<file path="config.mk">
export PLATFORM = sky130hd
export DESIGN_NAME = mac_accumulator
export DESIGN_NICKNAME = d
export VERILOG_FILES = /design/src/hdl/mac_pkg.sv /design/src/hdl/mac_accumulator.sv /design/src/hdl/mac_product.sv
export SDC_FILE = /design/constraint.sdc
export NUM_CORES = 1
export LEC_CHECK = 0
export ABC_AREA = 1
export BUFFER_PORTS_ARGS = -buffer_cell sky130_fd_sc_hd__buf_4
export CORE_ASPECT_RATIO = 1.25
export CORE_MARGIN = 3
export CORE_UTILIZATION = 45
export CTS_BUF_LIST = sky130_fd_sc_hd__clkbuf_8
export DETAILED_ROUTE_END_ITERATION = 8
export GPL_TIMING_DRIVEN = 1
export SLEW_MARGIN = 0
export SYNTH_ARGS = -nofsm -noshare
export SYNTH_HDL_FRONTEND = slang
export SYNTH_HIERARCHICAL = 1
export SYNTH_SLANG_ARGS = --single-unit
</file>
<file path="constraint.sdc">
create_clock -name clk -period 17.1 [get_ports clk]
set_input_delay 1.71 -clock clk [delete_from_list [all_inputs] [get_ports clk]]
set_output_delay 1.71 -clock clk [all_outputs]
set_load 0.02 [all_outputs]
</file>
<file path="src/hdl/mac_pkg.sv">
// Shared constants for the multiply-accumulate datapath and its register map.
package mac_pkg;

    // Datapath widths.
    localparam int DATA_W  = 16;
    localparam int PROD_W  = 32;
    localparam int ACC_W   = 40;
    localparam int GUARD_W = 8;
    localparam int LOW_W   = 16;

    // APB geometry.
    localparam int APB_AW = 8;
    localparam int BUS_W  = 32;

    // Register byte addresses.
    localparam logic [APB_AW-1:0] OFS_CTRL  = 8'h00;
    localparam logic [APB_AW-1:0] OFS_OPA   = 8'h04;
    localparam logic [APB_AW-1:0] OFS_OPB   = 8'h08;
    localparam logic [APB_AW-1:0] OFS_CMD   = 8'h0C;
    localparam logic [APB_AW-1:0] OFS_LOW   = 8'h10;
    localparam logic [APB_AW-1:0] OFS_HIGH  = 8'h14;
    localparam logic [APB_AW-1:0] OFS_GUARD = 8'h18;
    localparam logic [APB_AW-1:0] OFS_FLAGS = 8'h1C;

    // Control word fields.
    localparam int CTRL_W         = 2;
    localparam int CTRL_SHIFT_BIT = 0;
    localparam int CTRL_SAT_BIT   = 1;
    localparam logic [CTRL_W-1:0] CTRL_RESET = 2'h0;

    // Flag register fields.
    localparam int FLG_W     = 7;
    localparam int FLG_OVF   = 0;
    localparam int FLG_SOVF  = 1;
    localparam int FLG_SSAT  = 2;
    localparam int FLG_EXT   = 3;
    localparam int FLG_CARRY = 4;
    localparam int FLG_ZERO  = 5;
    localparam int FLG_NEG   = 6;
    localparam logic [FLG_W-1:0] FLG_RESET = 7'h20;

    // Command codes written to the command register; zero is no operation.
    localparam int CMD_W = 3;
    typedef enum logic [CMD_W-1:0] {
        CMD_NONE      = 3'h0,
        CMD_LOAD      = 3'h1,
        CMD_LOAD_NEG  = 3'h2,
        CMD_LOAD_DBL  = 3'h3,
        CMD_LOAD_DBLN = 3'h4,
        CMD_MAC       = 3'h5,
        CMD_MAC_RND   = 3'h6,
        CMD_MSUB      = 3'h7
    } mac_cmd_e;

    // Arithmetic constants.
    localparam logic [ACC_W-1:0] ACC_ZERO    = 40'h00_0000_0000;
    localparam logic [ACC_W-1:0] ROUND_CONST = 40'h00_0000_8000;
    localparam logic [ACC_W:0]   SAT_MAX41   = 41'h000_7FFF_FFFF;
    localparam logic [ACC_W:0]   SAT_MIN41   = 41'h1FF_8000_0000;

endpackage

</file>
<file path="src/hdl/mac_accumulator.sv">
// Multiply-accumulate datapath with a 40-bit sum register behind an APB slave.
//
// The address map and the APB slave port are this design's own decisions.
`timescale 1ns/1ps
`default_nettype none

module mac_accumulator
(
    input  wire logic                         clk,
    input  wire logic                         rst,
    input  wire logic                         ce,
    input  wire logic                         psel,
    input  wire logic                         penable,
    input  wire logic                         pwrite,
    input  wire logic [mac_pkg::APB_AW-1:0]   paddr,
    input  wire logic [mac_pkg::BUS_W-1:0]    pwdata,
    output logic      [mac_pkg::BUS_W-1:0]    prdata,
    output logic                              pready,
    output logic                              pslverr,
    output logic      [mac_pkg::ACC_W-1:0]    sumOut,
    output logic      [mac_pkg::FLG_W-1:0]    flagsOut
);
    import mac_pkg::*;

    logic [ACC_W-1:0]  sumReg;
    logic [ACC_W-1:0]  sumNext;
    logic [FLG_W-1:0]  flagReg;
    logic [FLG_W-1:0]  flagNext;
    logic [CTRL_W-1:0] ctrlReg;
    logic [DATA_W-1:0] opAReg;
    logic [DATA_W-1:0] opBReg;
    logic              readyReg;
    logic              slvErrReg;
    logic [BUS_W-1:0]  rdataReg;
    logic [ACC_W-1:0]  productPrep;

    // Bus phases. The answer comes in the first access cycle.
    wire setupPhase  = psel & ~penable;
    wire accessPhase = psel & penable & readyReg & ce;

    // Address decode.
    wire selCtrl  = (paddr == OFS_CTRL);
    wire selOpA   = (paddr == OFS_OPA);
    wire selOpB   = (paddr == OFS_OPB);
    wire selCmd   = (paddr == OFS_CMD);
    wire selLow   = (paddr == OFS_LOW);
    wire selHigh  = (paddr == OFS_HIGH);
    wire selGuard = (paddr == OFS_GUARD);
    wire selFlags = (paddr == OFS_FLAGS);
    wire addrHit  = selCtrl | selOpA | selOpB | selCmd | selLow | selHigh | selGuard | selFlags;
    wire wrHit    = accessPhase & pwrite & addrHit;

    // Control word fields.
    wire shiftEn  = ctrlReg[CTRL_SHIFT_BIT];
    wire satEnReg = ctrlReg[CTRL_SAT_BIT];

    // Command decode; a write of a nonzero code to the command register runs it at once.
    wire [CMD_W-1:0] cmdCode = pwdata[CMD_W-1:0];
    wire execCmd      = wrHit & selCmd;
    wire doLoad       = execCmd & (cmdCode == CMD_LOAD);
    wire doLoadNeg    = execCmd & (cmdCode == CMD_LOAD_NEG);
    wire doLoadDbl    = execCmd & (cmdCode == CMD_LOAD_DBL);
    wire doLoadDblNeg = execCmd & (cmdCode == CMD_LOAD_DBLN);
    wire doMac        = execCmd & (cmdCode == CMD_MAC);
    wire doMacRnd     = execCmd & (cmdCode == CMD_MAC_RND);
    wire doMsub       = execCmd & (cmdCode == CMD_MSUB);
    wire anyAdd       = doMac | doMacRnd;
    wire anyMul       = anyAdd | doMsub;
    wire anyLoad      = doLoad | doLoadNeg | doLoadDbl | doLoadDblNeg;
    wire validCmd     = anyMul | anyLoad;
    wire satCapable   = validCmd & ~doLoad;

    // Load operand path.
    wire [ACC_W-1:0] loadBase = {{GUARD_W{opBReg[DATA_W-1]}}, opBReg, opAReg};
    wire loadDouble = doLoadDbl | doLoadDblNeg;
    wire loadNegate = doLoadNeg | doLoadDblNeg;
    wire [ACC_W-1:0] loadScaled = loadDouble ? {loadBase[ACC_W-2:0], 1'b0} : loadBase;
    wire [ACC_W-1:0] loadNeg    = ACC_ZERO - loadScaled;
    // Zero minus a nonzero operand always borrows.
    wire loadBorrow = |loadScaled;
    wire [ACC_W-1:0] loadRes = loadNegate ? loadNeg : loadScaled;

    mac_product u_product (
        .opA         (opAReg),
        .opB         (opBReg),
        .shiftEn     (shiftEn),
        .productPrep (productPrep)
    );

    // Multiply path, one guard bit wider than the sum register to see overflow.
    wire [ACC_W-1:0] roundAdd = doMacRnd ? ROUND_CONST : ACC_ZERO;
    wire [ACC_W:0] macSum = {sumReg[ACC_W-1], sumReg} + {productPrep[ACC_W-1], productPrep}
                            + {1'b0, roundAdd};
    wire [ACC_W:0] macDiff = {sumReg[ACC_W-1], sumReg}
                             - {productPrep[ACC_W-1], productPrep};

    // Carry is the unsigned carry out of the 40-bit addition, rounding included.
    wire [ACC_W+1:0] addWide = {2'h0, sumReg} + {2'h0, productPrep} + {2'h0, roundAdd};
    wire addCarry = |addWide[ACC_W+1:ACC_W];
    wire subBorrow = (sumReg < productPrep);

    wire [ACC_W:0] rawRes = doMsub ? macDiff
                          : anyAdd ? macSum
                          : {loadRes[ACC_W-1], loadRes};

    // Overflow shows as a guard bit that disagrees with the 40-bit sign.
    wire macOvf = anyMul & (rawRes[ACC_W] ^ rawRes[ACC_W-1]);

    // Saturation clamps to the 32-bit signed extremes, judged on the exact result.
    wire overRange  = $signed(rawRes) > $signed(SAT_MAX41);
    wire underRange = $signed(rawRes) < $signed(SAT_MIN41);
    wire satHit     = satEnReg & satCapable & (overRange | underRange);
    wire [ACC_W-1:0] satVal  = rawRes[ACC_W] ? SAT_MIN41[ACC_W-1:0] : SAT_MAX41[ACC_W-1:0];
    wire [ACC_W-1:0] clamped = satHit ? satVal : rawRes[ACC_W-1:0];

    // The low word is cleared after rounding, so the stored value is what flags see.
    wire [ACC_W-1:0] resVal = doMacRnd ? {clamped[ACC_W-1:LOW_W], {LOW_W{1'b0}}}
                            : clamped;

    // Guard bits are in use when they differ from the sign of the low 32 bits.
    wire [GUARD_W:0] topBits = resVal[ACC_W-1:ACC_W-GUARD_W-1];
    wire extUsed = ~(&topBits) & (|topBits);

    wire carryNext = anyAdd ? addCarry
                   : doMsub ? subBorrow
                   : loadNegate ? loadBorrow
                   : 1'b0;

    // Register read selection.
    wire [BUS_W-1:0] readMux =
          selCtrl  ? {{(BUS_W-CTRL_W){1'b0}}, ctrlReg}
        : selOpA   ? {{(BUS_W-DATA_W){1'b0}}, opAReg}
        : selOpB   ? {{(BUS_W-DATA_W){1'b0}}, opBReg}
        : selLow   ? {{(BUS_W-LOW_W){1'b0}}, sumReg[LOW_W-1:0]}
        : selHigh  ? {{(BUS_W-LOW_W){1'b0}}, sumReg[PROD_W-1:LOW_W]}
        : selGuard ? {{(BUS_W-GUARD_W){1'b0}}, sumReg[ACC_W-1:PROD_W]}
        : selFlags ? {{(BUS_W-FLG_W){1'b0}}, flagReg}
        : {BUS_W{1'b0}};

    assign sumNext = validCmd ? resVal : sumReg;

    // Flag update. A sticky bit set by an instruction wins over a clear in the
    // same cycle, though the bus cannot issue both at once.
    always_comb begin
        flagNext = flagReg;
        if (wrHit && selFlags) begin
            flagNext[FLG_SOVF] = flagReg[FLG_SOVF] & ~pwdata[FLG_SOVF];
            flagNext[FLG_SSAT] = flagReg[FLG_SSAT] & ~pwdata[FLG_SSAT];
        end
        if (validCmd) begin
            flagNext[FLG_OVF]   = macOvf;
            flagNext[FLG_SOVF]  = flagNext[FLG_SOVF] | macOvf;
            flagNext[FLG_SSAT]  = flagNext[FLG_SSAT] | satHit;
            flagNext[FLG_EXT]   = doLoad ? 1'b0 : extUsed;
            flagNext[FLG_CARRY] = carryNext;
            flagNext[FLG_ZERO]  = ~(|resVal);
            flagNext[FLG_NEG]   = resVal[ACC_W-1];
        end
    end

    // Bus answer registers.
    always_ff @(posedge clk) begin
        if (rst) begin
            readyReg  <= 1'b0;
            slvErrReg <= 1'b0;
            rdataReg  <= {BUS_W{1'b0}};
        end else if (ce) begin
            readyReg  <= setupPhase;
            slvErrReg <= setupPhase & ~addrHit;
            rdataReg  <= (setupPhase & ~pwrite) ? readMux : {BUS_W{1'b0}};
        end
    end

    // Software-written registers.
    always_ff @(posedge clk) begin
        if (rst) begin
            ctrlReg <= CTRL_RESET;
            opAReg  <= {DATA_W{1'b0}};
            opBReg  <= {DATA_W{1'b0}};
        end else if (ce && wrHit) begin
            if (selCtrl) begin
                ctrlReg <= pwdata[CTRL_W-1:0];
            end
            if (selOpA) begin
                opAReg <= pwdata[DATA_W-1:0];
            end
            if (selOpB) begin
                opBReg <= pwdata[DATA_W-1:0];
            end
        end
    end

    // Sum register and flags.
    always_ff @(posedge clk) begin
        if (rst) begin
            sumReg  <= ACC_ZERO;
            flagReg <= FLG_RESET;
        end else if (ce) begin
            sumReg  <= sumNext;
            flagReg <= flagNext;
        end
    end

    assign prdata   = rdataReg;
    assign pready   = readyReg;
    assign pslverr  = slvErrReg;
    assign sumOut   = sumReg;
    assign flagsOut = flagReg;

    // Reference product computed apart from the datapath, for checking only.
    wire signed [PROD_W-1:0] chkProd = $signed(opAReg) * $signed(opBReg);
    wire [ACC_W-1:0] chkProd40 = {{GUARD_W{chkProd[PROD_W-1]}}, chkProd};
    wire [ACC_W-1:0] chkLoad40 = {{GUARD_W{opBReg[DATA_W-1]}}, opBReg, opAReg};
    wire [GUARD_W:0] chkTop = sumReg[ACC_W-1:ACC_W-GUARD_W-1];

    property p_mac_add;
        @(posedge clk) disable iff (rst)
        doMac && !satEnReg && !shiftEn
        |=> sumReg == $past(sumReg) + $past(chkProd40);
    endproperty
    a_mac_add: assert property (p_mac_add)
        else $error("multiply-add result differs from sum plus product");

    property p_mac_shift;
        @(posedge clk) disable iff (rst)
        doMac && !satEnReg && shiftEn
        |=> sumReg == $past(sumReg) + {$past(chkProd40[ACC_W-2:0]), 1'b0};
    endproperty
    a_mac_shift: assert property (p_mac_shift)
        else $error("shifted product not doubled before accumulation");

    property p_mac_sub;
        @(posedge clk) disable iff (rst)
        doMsub && !satEnReg && !shiftEn
        |=> sumReg == $past(sumReg) - $past(chkProd40);
    endproperty
    a_mac_sub: assert property (p_mac_sub)
        else $error("multiply-subtract result differs from sum minus product");

    property p_round_low;
        @(posedge clk) disable iff (rst)
        doMacRnd
        |=> (sumReg[LOW_W-1:0] == {LOW_W{1'b0}}) ##1 $stable(sumReg) || $changed(flagReg);
    endproperty
    a_round_low: assert property (p_round_low)
        else $error("low word not cleared after rounding multiply-add");

    property p_neg_load;
        @(posedge clk) disable iff (rst)
        doLoadNeg && !satEnReg
        |=> sumReg == ACC_ZERO - $past(chkLoad40)
            && flagReg[FLG_CARRY] == ($past(chkLoad40) != ACC_ZERO);
    endproperty
    a_neg_load: assert property (p_neg_load)
        else $error("negating load stored wrong value or borrow");

    property p_plain_load;
        @(posedge clk) disable iff (rst)
        doLoad
        |=> sumReg == $past(chkLoad40) && !flagReg[FLG_OVF] && !flagReg[FLG_EXT]
            && !flagReg[FLG_CARRY] && flagReg[FLG_SOVF] == $past(flagReg[FLG_SOVF]);
    endproperty
    a_plain_load: assert property (p_plain_load)
        else $error("plain load flags or value wrong");

    property p_zero_flag;
        @(posedge clk) disable iff (rst)
        validCmd |=> flagReg[FLG_ZERO] == (sumReg == ACC_ZERO);
    endproperty
    a_zero_flag: assert property (p_zero_flag)
        else $error("zero flag disagrees with stored sum");

    property p_neg_flag;
        @(posedge clk) disable iff (rst)
        validCmd ##1 ce |-> flagReg[FLG_NEG] == sumReg[ACC_W-1]
            && flagReg[FLG_EXT] == ($past(doLoad) ? 1'b0 : (~(&chkTop) & (|chkTop)));
    endproperty
    a_neg_flag: assert property (p_neg_flag)
        else $error("negative or extension flag disagrees with stored sum");

    property p_sticky_ovf;
        @(posedge clk) disable iff (rst)
        $fell(flagReg[FLG_SOVF]) |-> $past(wrHit && selFlags && pwdata[FLG_SOVF]);
    endproperty
    a_sticky_ovf: assert property (p_sticky_ovf)
        else $error("sticky overflow fell without a clear write");

    property p_sat_range;
        @(posedge clk) disable iff (rst)
        satEnReg && satCapable
        |=> ((&chkTop) || !(|chkTop)) && (!$past(satHit) || flagReg[FLG_SSAT]);
    endproperty
    a_sat_range: assert property (p_sat_range)
        else $error("saturated result outside 32-bit signed range");

    property p_dbl_load;
        @(posedge clk) disable iff (rst)
        doLoadDbl && !satEnReg
        |=> sumReg == {$past(chkLoad40[ACC_W-2:0]), 1'b0}
            && !flagReg[FLG_OVF] && !flagReg[FLG_CARRY];
    endproperty
    a_dbl_load: assert property (p_dbl_load)
        else $error("doubling load stored wrong value or flags");

    property p_dbln_load;
        @(posedge clk) disable iff (rst)
        doLoadDblNeg && !satEnReg
        |=> sumReg == ACC_ZERO - {$past(chkLoad40[ACC_W-2:0]), 1'b0};
    endproperty
    a_dbln_load: assert property (p_dbln_load)
        else $error("doubling negating load stored wrong value");

    // An unsigned sum that wraps below its first operand is exactly a carry out.
    property p_mac_carry;
        @(posedge clk) disable iff (rst)
        doMac && !satEnReg |=> flagReg[FLG_CARRY] == (sumReg < $past(sumReg));
    endproperty
    a_mac_carry: assert property (p_mac_carry)
        else $error("carry flag disagrees with multiply-add wrap");

    // A difference that lands above the minuend means the subtraction borrowed.
    property p_msub_borrow;
        @(posedge clk) disable iff (rst)
        doMsub && !satEnReg |=> flagReg[FLG_CARRY] == (sumReg > $past(sumReg));
    endproperty
    a_msub_borrow: assert property (p_msub_borrow)
        else $error("borrow flag disagrees with multiply-subtract result");

endmodule
`default_nettype wire

</file>
<file path="src/hdl/mac_product.sv">
// Signed 16x16 multiplier with sign extension and optional one-bit left shift.
`timescale 1ns/1ps
`default_nettype none

module mac_product
(
    input  wire logic [mac_pkg::DATA_W-1:0] opA,
    input  wire logic [mac_pkg::DATA_W-1:0] opB,
    input  wire logic                       shiftEn,
    output logic      [mac_pkg::ACC_W-1:0]  productPrep
);
    import mac_pkg::*;

    // Both operands are taken as signed, so the full 32-bit product is exact.
    wire signed [PROD_W-1:0] rawProduct = $signed(opA) * $signed(opB);

    wire [ACC_W-1:0] extProduct = {{GUARD_W{rawProduct[PROD_W-1]}}, rawProduct};

    // The shifted product always fits, since the 32-bit product has headroom in 40 bits.
    assign productPrep = shiftEn ? {extProduct[ACC_W-2:0], 1'b0} : extProduct;

endmodule
`default_nettype wire

</file>
Word-level counts from Yosys, hierarchy flattened
Cells that the tools add are included.
{"block": "totals", "reg_bits": 115, "latch_bits": 0, "mem_count": 0, "wordCells": 118, "rom_bits": 0, "ram_bits": 0, "in_bits": 46, "output_inout_bits": 81}
{"block": "op_classes", "n_lt_le_gt_ge": 3, "div_mod_pow": 0, "bitwise": 50, "eq_ne": 14, "n_reduce_logical": 12, "muxes": 23, "shifts": 0, "multipliers": 1, "addsub": 6}
{"operator": "$mux 16", "count": 8}
{"operator": "$mux 40", "count": 3}
{"operator": "$mux 41", "count": 2}
{"operator": "$reduce_or 40->1", "count": 2}
{"operator": "$mux 32", "count": 2}
{"operator": "$add 41x16->42", "count": 1}
{"operator": "$add 40x33->41", "count": 1}
{"operator": "$add 40x40->41", "count": 1}
{"operator": "$add 41x16->41", "count": 1}
{"operator": "$gt 41x32->1 const B", "count": 1}
{"operator": "$lt 41x32->1 const B", "count": 1}
{"operator": "$sub 40x33->41", "count": 1}
{"operator": "$lt 40x40->1", "count": 1}
{"operator": "$sub 1x33->34 const A", "count": 1}
{"operator": "$eq 8x5->1 const B", "count": 4}
{"operator": "$mul 16x16->32", "count": 1}
{"operator": "$and 1x1->1", "count": 23}
{"operator": "$or 1x1->1", "count": 18}
{"operator": "$eq 8x4->1 const B", "count": 2}
{"operator": "$eq 3x3->1 const B", "count": 4}
{"operator": "$reduce_and 9->1", "count": 1}
{"operator": "$reduce_or 9->1", "count": 1}
{"operator": "$eq 8x3->1 const B", "count": 1}
{"operator": "$logic_not 8->1", "count": 1}
{"operator": "other kinds (12)", "count": 27}

Logic depth before layout (Yosys ltp)
{"block": "depth", "ltp_word": 25, "ltp_mapped": 66, "depth_no_buf": 64}

By module
Netlist, hierarchy kept.
{"mod": "mac_accumulator", "cells_each": 2314, "instances": 1, "area_per_inst_um2": 13246.5, "seq_area_each_um2": 1961.9}
{"mod": "mac_product", "cells_each": 1601, "instances": 1, "area_per_inst_um2": 11421.0, "seq_area_each_um2": 0.0}

Worst setup path before layout
OpenSTA, ideal clock, no wires.
{"block": "synth_timing", "path_kind": "register to register", "start": "register opBReg[6]", "end": "register flagReg[5] (netlist: flagsOut[5])", "path_buffers": 3, "period_less_slack_ps": 9572, "t_arrival_ps": 9512, "setup_time_ps": 60, "stages_incl_launch_ff": 55, "setup_slack_ps": 7528, "t_required_ps": 17040, "cell_sequence": "dfxtp_1 -> clkbuf_1 -> clkbuf_1 -> nand2_1 -> fa_1 -> inv_1 -> fa_1 -> fa_1 -> fa_1 -> fa_1 -> inv_1 -> fa_1 -> inv_1 -> ha_1 -> nand2_2 -> nor2_2 -> inv_1 -> nor3_2 -> [19 not listed] -> o21ai_0 -> nand2_1 -> o21ai_2 -> ha_1 -> nor3b_1 -> and2_1 -> nor2_1 -> nand2_4 -> nand2_4 -> buf_6 -> nand2_2 -> nand2_1 -> nand2_1 -> nor2_2 -> nand3_1 -> nor2_1 -> nand2_1 -> nand2_1"}
{"block": "synth_between", "elab_chain_len": 13, "elab_cells_between_ends": 19, "cone_classes": "add/sub: 4; mul: 1; order compare: 2; mux: 8; bitwise: 3; reduce/logical: 1"}
{"item": "start: declaration", "line_no": "mac_accumulator.sv:31", "source": "logic [DATA_W-1:0] opBReg;"}
{"item": "start signal: assignment", "line_no": "mac_accumulator.sv:179", "source": "opBReg <= {DATA_W{1'b0}};"}
{"item": "start signal: assignment", "line_no": "mac_accumulator.sv:188", "source": "opBReg <= pwdata[DATA_W-1:0];"}
{"item": "$mul 16x16->32 *"}
{"item": "$mux 32 *", "line_no": "mac_product.sv:20", "source": "assign productPrep = shiftEn ? {extProduct[ACC_W-2:0], 1'b0} : extProduct;"}
{"item": "net productPrep[27]", "line_no": "mac_accumulator.sv:35", "source": "logic [ACC_W-1:0] productPrep;"}
{"item": "$add 40x33->41", "line_no": "mac_accumulator.sv:92", "source": "wire [ACC_W:0] macSum = {sumReg[ACC_W-1], sumReg} + {productPrep[ACC_W-1], productPrep}"}
{"item": "$add 41x16->41", "line_no": "mac_accumulator.sv:93", "source": "+ {1'b0, roundAdd};"}
{"item": "$mux 41", "line_no": "mac_accumulator.sv:103", "source": ": anyAdd ? macSum"}
{"item": "$mux 41 *", "line_no": "mac_accumulator.sv:102", "source": "wire [ACC_W:0] rawRes = doMsub ? macDiff"}
{"item": "$gt 41x32->1 or $lt 41x32->1 (tied branches)", "line_no": "mac_accumulator.sv:110, mac_accumulator.sv:111"}
{"item": "$or 1x1->1", "line_no": "mac_accumulator.sv:112", "source": "wire satHit = satEnReg & satCapable & (overRange | underRange);"}
{"item": "$and 1x1->1", "line_no": "mac_accumulator.sv:112"}
{"item": "$mux 40 *", "line_no": "mac_accumulator.sv:114", "source": "wire [ACC_W-1:0] clamped = satHit ? satVal : rawRes[ACC_W-1:0];"}
{"item": "$mux 16", "line_no": "mac_accumulator.sv:117", "source": "wire [ACC_W-1:0] resVal = doMacRnd ? {clamped[ACC_W-1:LOW_W], {LOW_W{1'b0}}}"}
{"item": "$reduce_or 40->1 *", "line_no": "mac_accumulator.sv:156", "source": "flagNext[FLG_ZERO] = ~(|resVal);"}
{"item": "$not 1->1 *", "line_no": "mac_accumulator.sv:156"}
{"item": "end signal: assignment", "line_no": "mac_accumulator.sv:200", "source": "flagReg <= flagNext;"}
{"item": "end: declaration", "line_no": "mac_accumulator.sv:27", "source": "logic [FLG_W-1:0] flagReg;"}
The timed path passes the listed nets; every way through them passes the cells marked *.
A chain may end at the register's enable or synchronous reset.

Worst setup path in the final report
{"block": "layout_timing", "start": "register opBReg[15]", "end": "register flagReg[5] (netlist: flagsOut[5])"}
Same word-level chain as after synthesis.

==> summary.md <==
| Metric | Value |
|---|---|
| Adder-cell share of the synthesized area | 31.9% |
| Sw Ratio | approximately 27% |
| Fraction of final layout cells with drive strength greater than 1 | roughly 6.6% |
| TritonCTS Sinks | between 90 and 100 |
| Clock latency at the later pin of the worst-skew pair | 0.41 ns |
| Synth area leaders | fa_1, nand2_1, inv_1 |
| Final Cycle Share | roughly two thirds |
| Die Wd | 215 um |
| Layout net count | ~4400 |
| Ports | about 130 |
| Top FF cell, synth | dfxtp_1 |
| Max-Cap Viols | 0 |
| Num rows | 95 |
| Count leader, synth | nand2_1 |
| Pins Over Slew Limit | 0 |
| Die ar. | 0.0577 mm^2 |
| Setup TNS | 0 ns |
| Post-route ant nets | 0 |
| H-tree levels | 3 |
| Post-synthesis mux area share | less than 1% |
| Drt wl/cell | roughly 19 um |
| Via Count | around 24000 |
| DR iter-0 viols | ~1800 |
| Share of the synthesized area in the top cell type | 21.5% |
| Port Buf Inserts | 94 |
| P per Cell Area | ~17 mW/mm^2 |
| Seq cells post-synth | between 90 and 100 |
| Die H | 268 um |
| Grt met2 use | a little over half |
| Initial antenna violation count | 1 |
| Setup Skew | about 0.017 ns |
| Maximum vdd drop | between 40 and 50 uV |
| GR Overflow Total | 0 |
| Clock share of power | 42.1% |
| Final GP Congestion | ~1 |
| Slew @ Worst Pin | roughly 1.2 ns |
| Synth top cells by count | nand2_1, inv_1, fa_1 |
| Yosys warns | 6 |
| Synth Area in Compound Gates | between 10% and 20% |
| Kind of critical path | flip-flop to flip-flop |
| Required @ worst endpoint | 17.45 ns |
| Number of global-route vias before repair | around 24000 |
| Normalized max-slew margin | approximately 23% |
| Area growth syn-to-layout | 5.63% |
| Cell area after synthesis | 0.0247 mm^2 |
| Met3 usage | approximately 3.3% |
| Combinational Power Share | under 10% |
| Setup Buffers After CTS | 0 |
| Slowest stage delay, CP | about 0.56 ns |
| Sequential fraction of the synthesis area | between 7 and 8% |
| Critical Path Slowest Stage Cell | fa_1 |
| First-pass GRT wire length | around 130000 um |
| Mapped Avg Cell Area | between 6 and 7 um^2 |
| Routed vias/inst | 5.27 |
| GRT met1 Usage | a little over a third |
| Crit path top cell by count | nand2_1 |
| Largest family of logic cells by synthesized area | adder cells |
| TritonCTS clock tree | done |
| Hold-fix buffers, CTS | 0 |
| Post-synth EDFFs | 0 |
| Pin count of the biggest net entering global routing | 97 |
| TritonRoute pass-1 iters | 6 |
| # setup viols final | 0 |
| Placeable Area | roughly 0.054 mm^2 |
| Reg clk slew, reported paths | about 0.11 ns |
| Reg power frac | 52.6% |
| CTS root buffer | clkbuf_8 |
| # diodes | 0 |
| Post-Route WL | around 87000 um |
| Minimum clock period | ~12 ns |
| Final Power | ~0.43 mW |
| Worst setup SP type | flip-flop |
| Hold slack final | 0.474 ns |
| Crit path max fanout | 30 |
| HPWL after DPL | a little over 70000 um |
| Xor and xnor area share after synthesis | 1.56% |
| Pleak | between 15 and 20 nW |
| RSZ-0062 raised after global routing | no |
| Outcome | finished, final reports clean |
| Worst hold path class | flip-flop to flip-flop |
| Tot GR Track Use | ~30% |
| Total CTS buffers | 9 |
| Netlist cell types | 60 |
| Arr. time, crit path | between 10 and 15 ns |
| GR peak layer | met2 |
| Internal | between 0.3 and 0.4 mW |
| Simple-gate share of the synthesized area | between 20% and 30% |
| Remaining DRCs | 0 |
| CP Capture Type | flip-flop |
| Max clock buf depth | 2 |
| Post-Synthesis Cells | about 3900 |
| FMAX | 86.5 MHz |
| Fin. Hold Viols | 0 |
| Largest area contributor in the netlist | fa_1 |
| Initial Util | ~46% |
| Post_cts resized | 0 |
| NetSw | between 0.1 and 0.15 mW |
| Ys async rst share | 0% |
-- power by group through the flow --
stage,clock network [mW],logic (mW),registers [mW]
final,0.183,0.0231,0.228
after detailed placement,0,0.0226,0.234
after global placement,0,0.0227,0.234
after floorplan,0,0.0158,0.234
after global routing,0.190,0.0252,0.229
after CTS,0.182,0.0227,0.228
-- critical path: cells and delay by family, from the launching register on --
| family | cells | cell delay [ns] |
|---|---|---|
| buf+inv | 9 | 0.95 |
| compound gates | 9 | 2.00 |
| fa+ha+maj | 10 | 4.69 |
| xor+xnor | 1 | 0.25 |
| simple gates | 24 | 3.12 |
| flops | 1 | 0.47 |
-- cell families after synthesis --
group | after synthesis
simple gates | 1708
other cells | 1
xor+xnor | 44
mux | 1
flops | 98
fa+ha+maj | 469
compound gates | 594
buf+inv | 1000
-- sequential cells by signal (all words and copies together) (netlist names) --
register,cells
flagsOut,6
pslverr,1
sumOut,40
opBReg,16
opAReg,16
prdata,16
pready,1
ctrlReg,2
-- stage by stage --
stage	setup slack, ns	area (um^2)	util [%]	cells
finish	5.54	26100	48.3	4644
global route	4.83	26100	48.3	4644
CTS	5.65	26100	48.3	4644
detailed placement	5.72	25800	47.9	4628
global placement	5.77	25800	47.9	4628
floorplan	7.53	24700	-	3930
-- final cells by class --
class / instances / area [um^2]
clock buffer: 12 / 165
timing repair buffer: 132 / 991
inverter: 839 / 3150
fill: 5929 / 27900
tap: 727 / 910
clock inverter: 4 / 56.3
multi-input combinational: 2832 / 18800
sequential: 98 / 1960
-- per-layer routing --
metal	part of all wire (%)	routed length, um	vias up
met5	0.015	13	-
met4	5.6	4890	2
met3	5.8	5080	185
met2	49	42500	768
met1	40	34800	11502
li1	-	-	11999
-- path summary, 6_finish.rpt --
path                              endpoint  depth (start not counted)                     from  slack, ns
setup / recovery  flagsOut[5]$_SDFFE_PP1P_                         53  opBReg[15]$_SDFFE_PP0P_       5.54
hold / removal     prdata[15]$_SDFFE_PP0P_                          2  prdata[15]$_SDFFE_PP0P_       0.47
setup reg to reg  flagsOut[5]$_SDFFE_PP1P_                         53  opBReg[15]$_SDFFE_PP0P_       5.54
hold reg to reg    prdata[15]$_SDFFE_PP0P_                          2  prdata[15]$_SDFFE_PP0P_       0.47
-- layout by cell type (no fill, tap or decap), types with 12 or more instances in the layout --
| cell | n |
|---|---|
| nand2_1 | 1108 |
| inv_1 | 828 |
| fa_1 | 265 |
| a21oi_1 | 242 |
| nor2_1 | 233 |
| nand3_1 | 222 |
| ha_1 | 204 |
| o21ai_0 | 182 |
| buf_4 | 132 |
| dfxtp_1 | 98 |
| o21ai_1 | 37 |
| nand4_1 | 32 |
| a31oi_1 | 24 |
| o211ai_1 | 24 |
| xor2_1 | 23 |
| nor2_2 | 22 |
| xnor2_1 | 21 |
| nand2_2 | 20 |
| nor3_1 | 16 |
| or2_2 | 16 |
| conb_1 | 16 |
| a21o_1 | 14 |
| clkbuf_8 | 12 |
No activity file was read; power rests on OpenSTA's default activity.
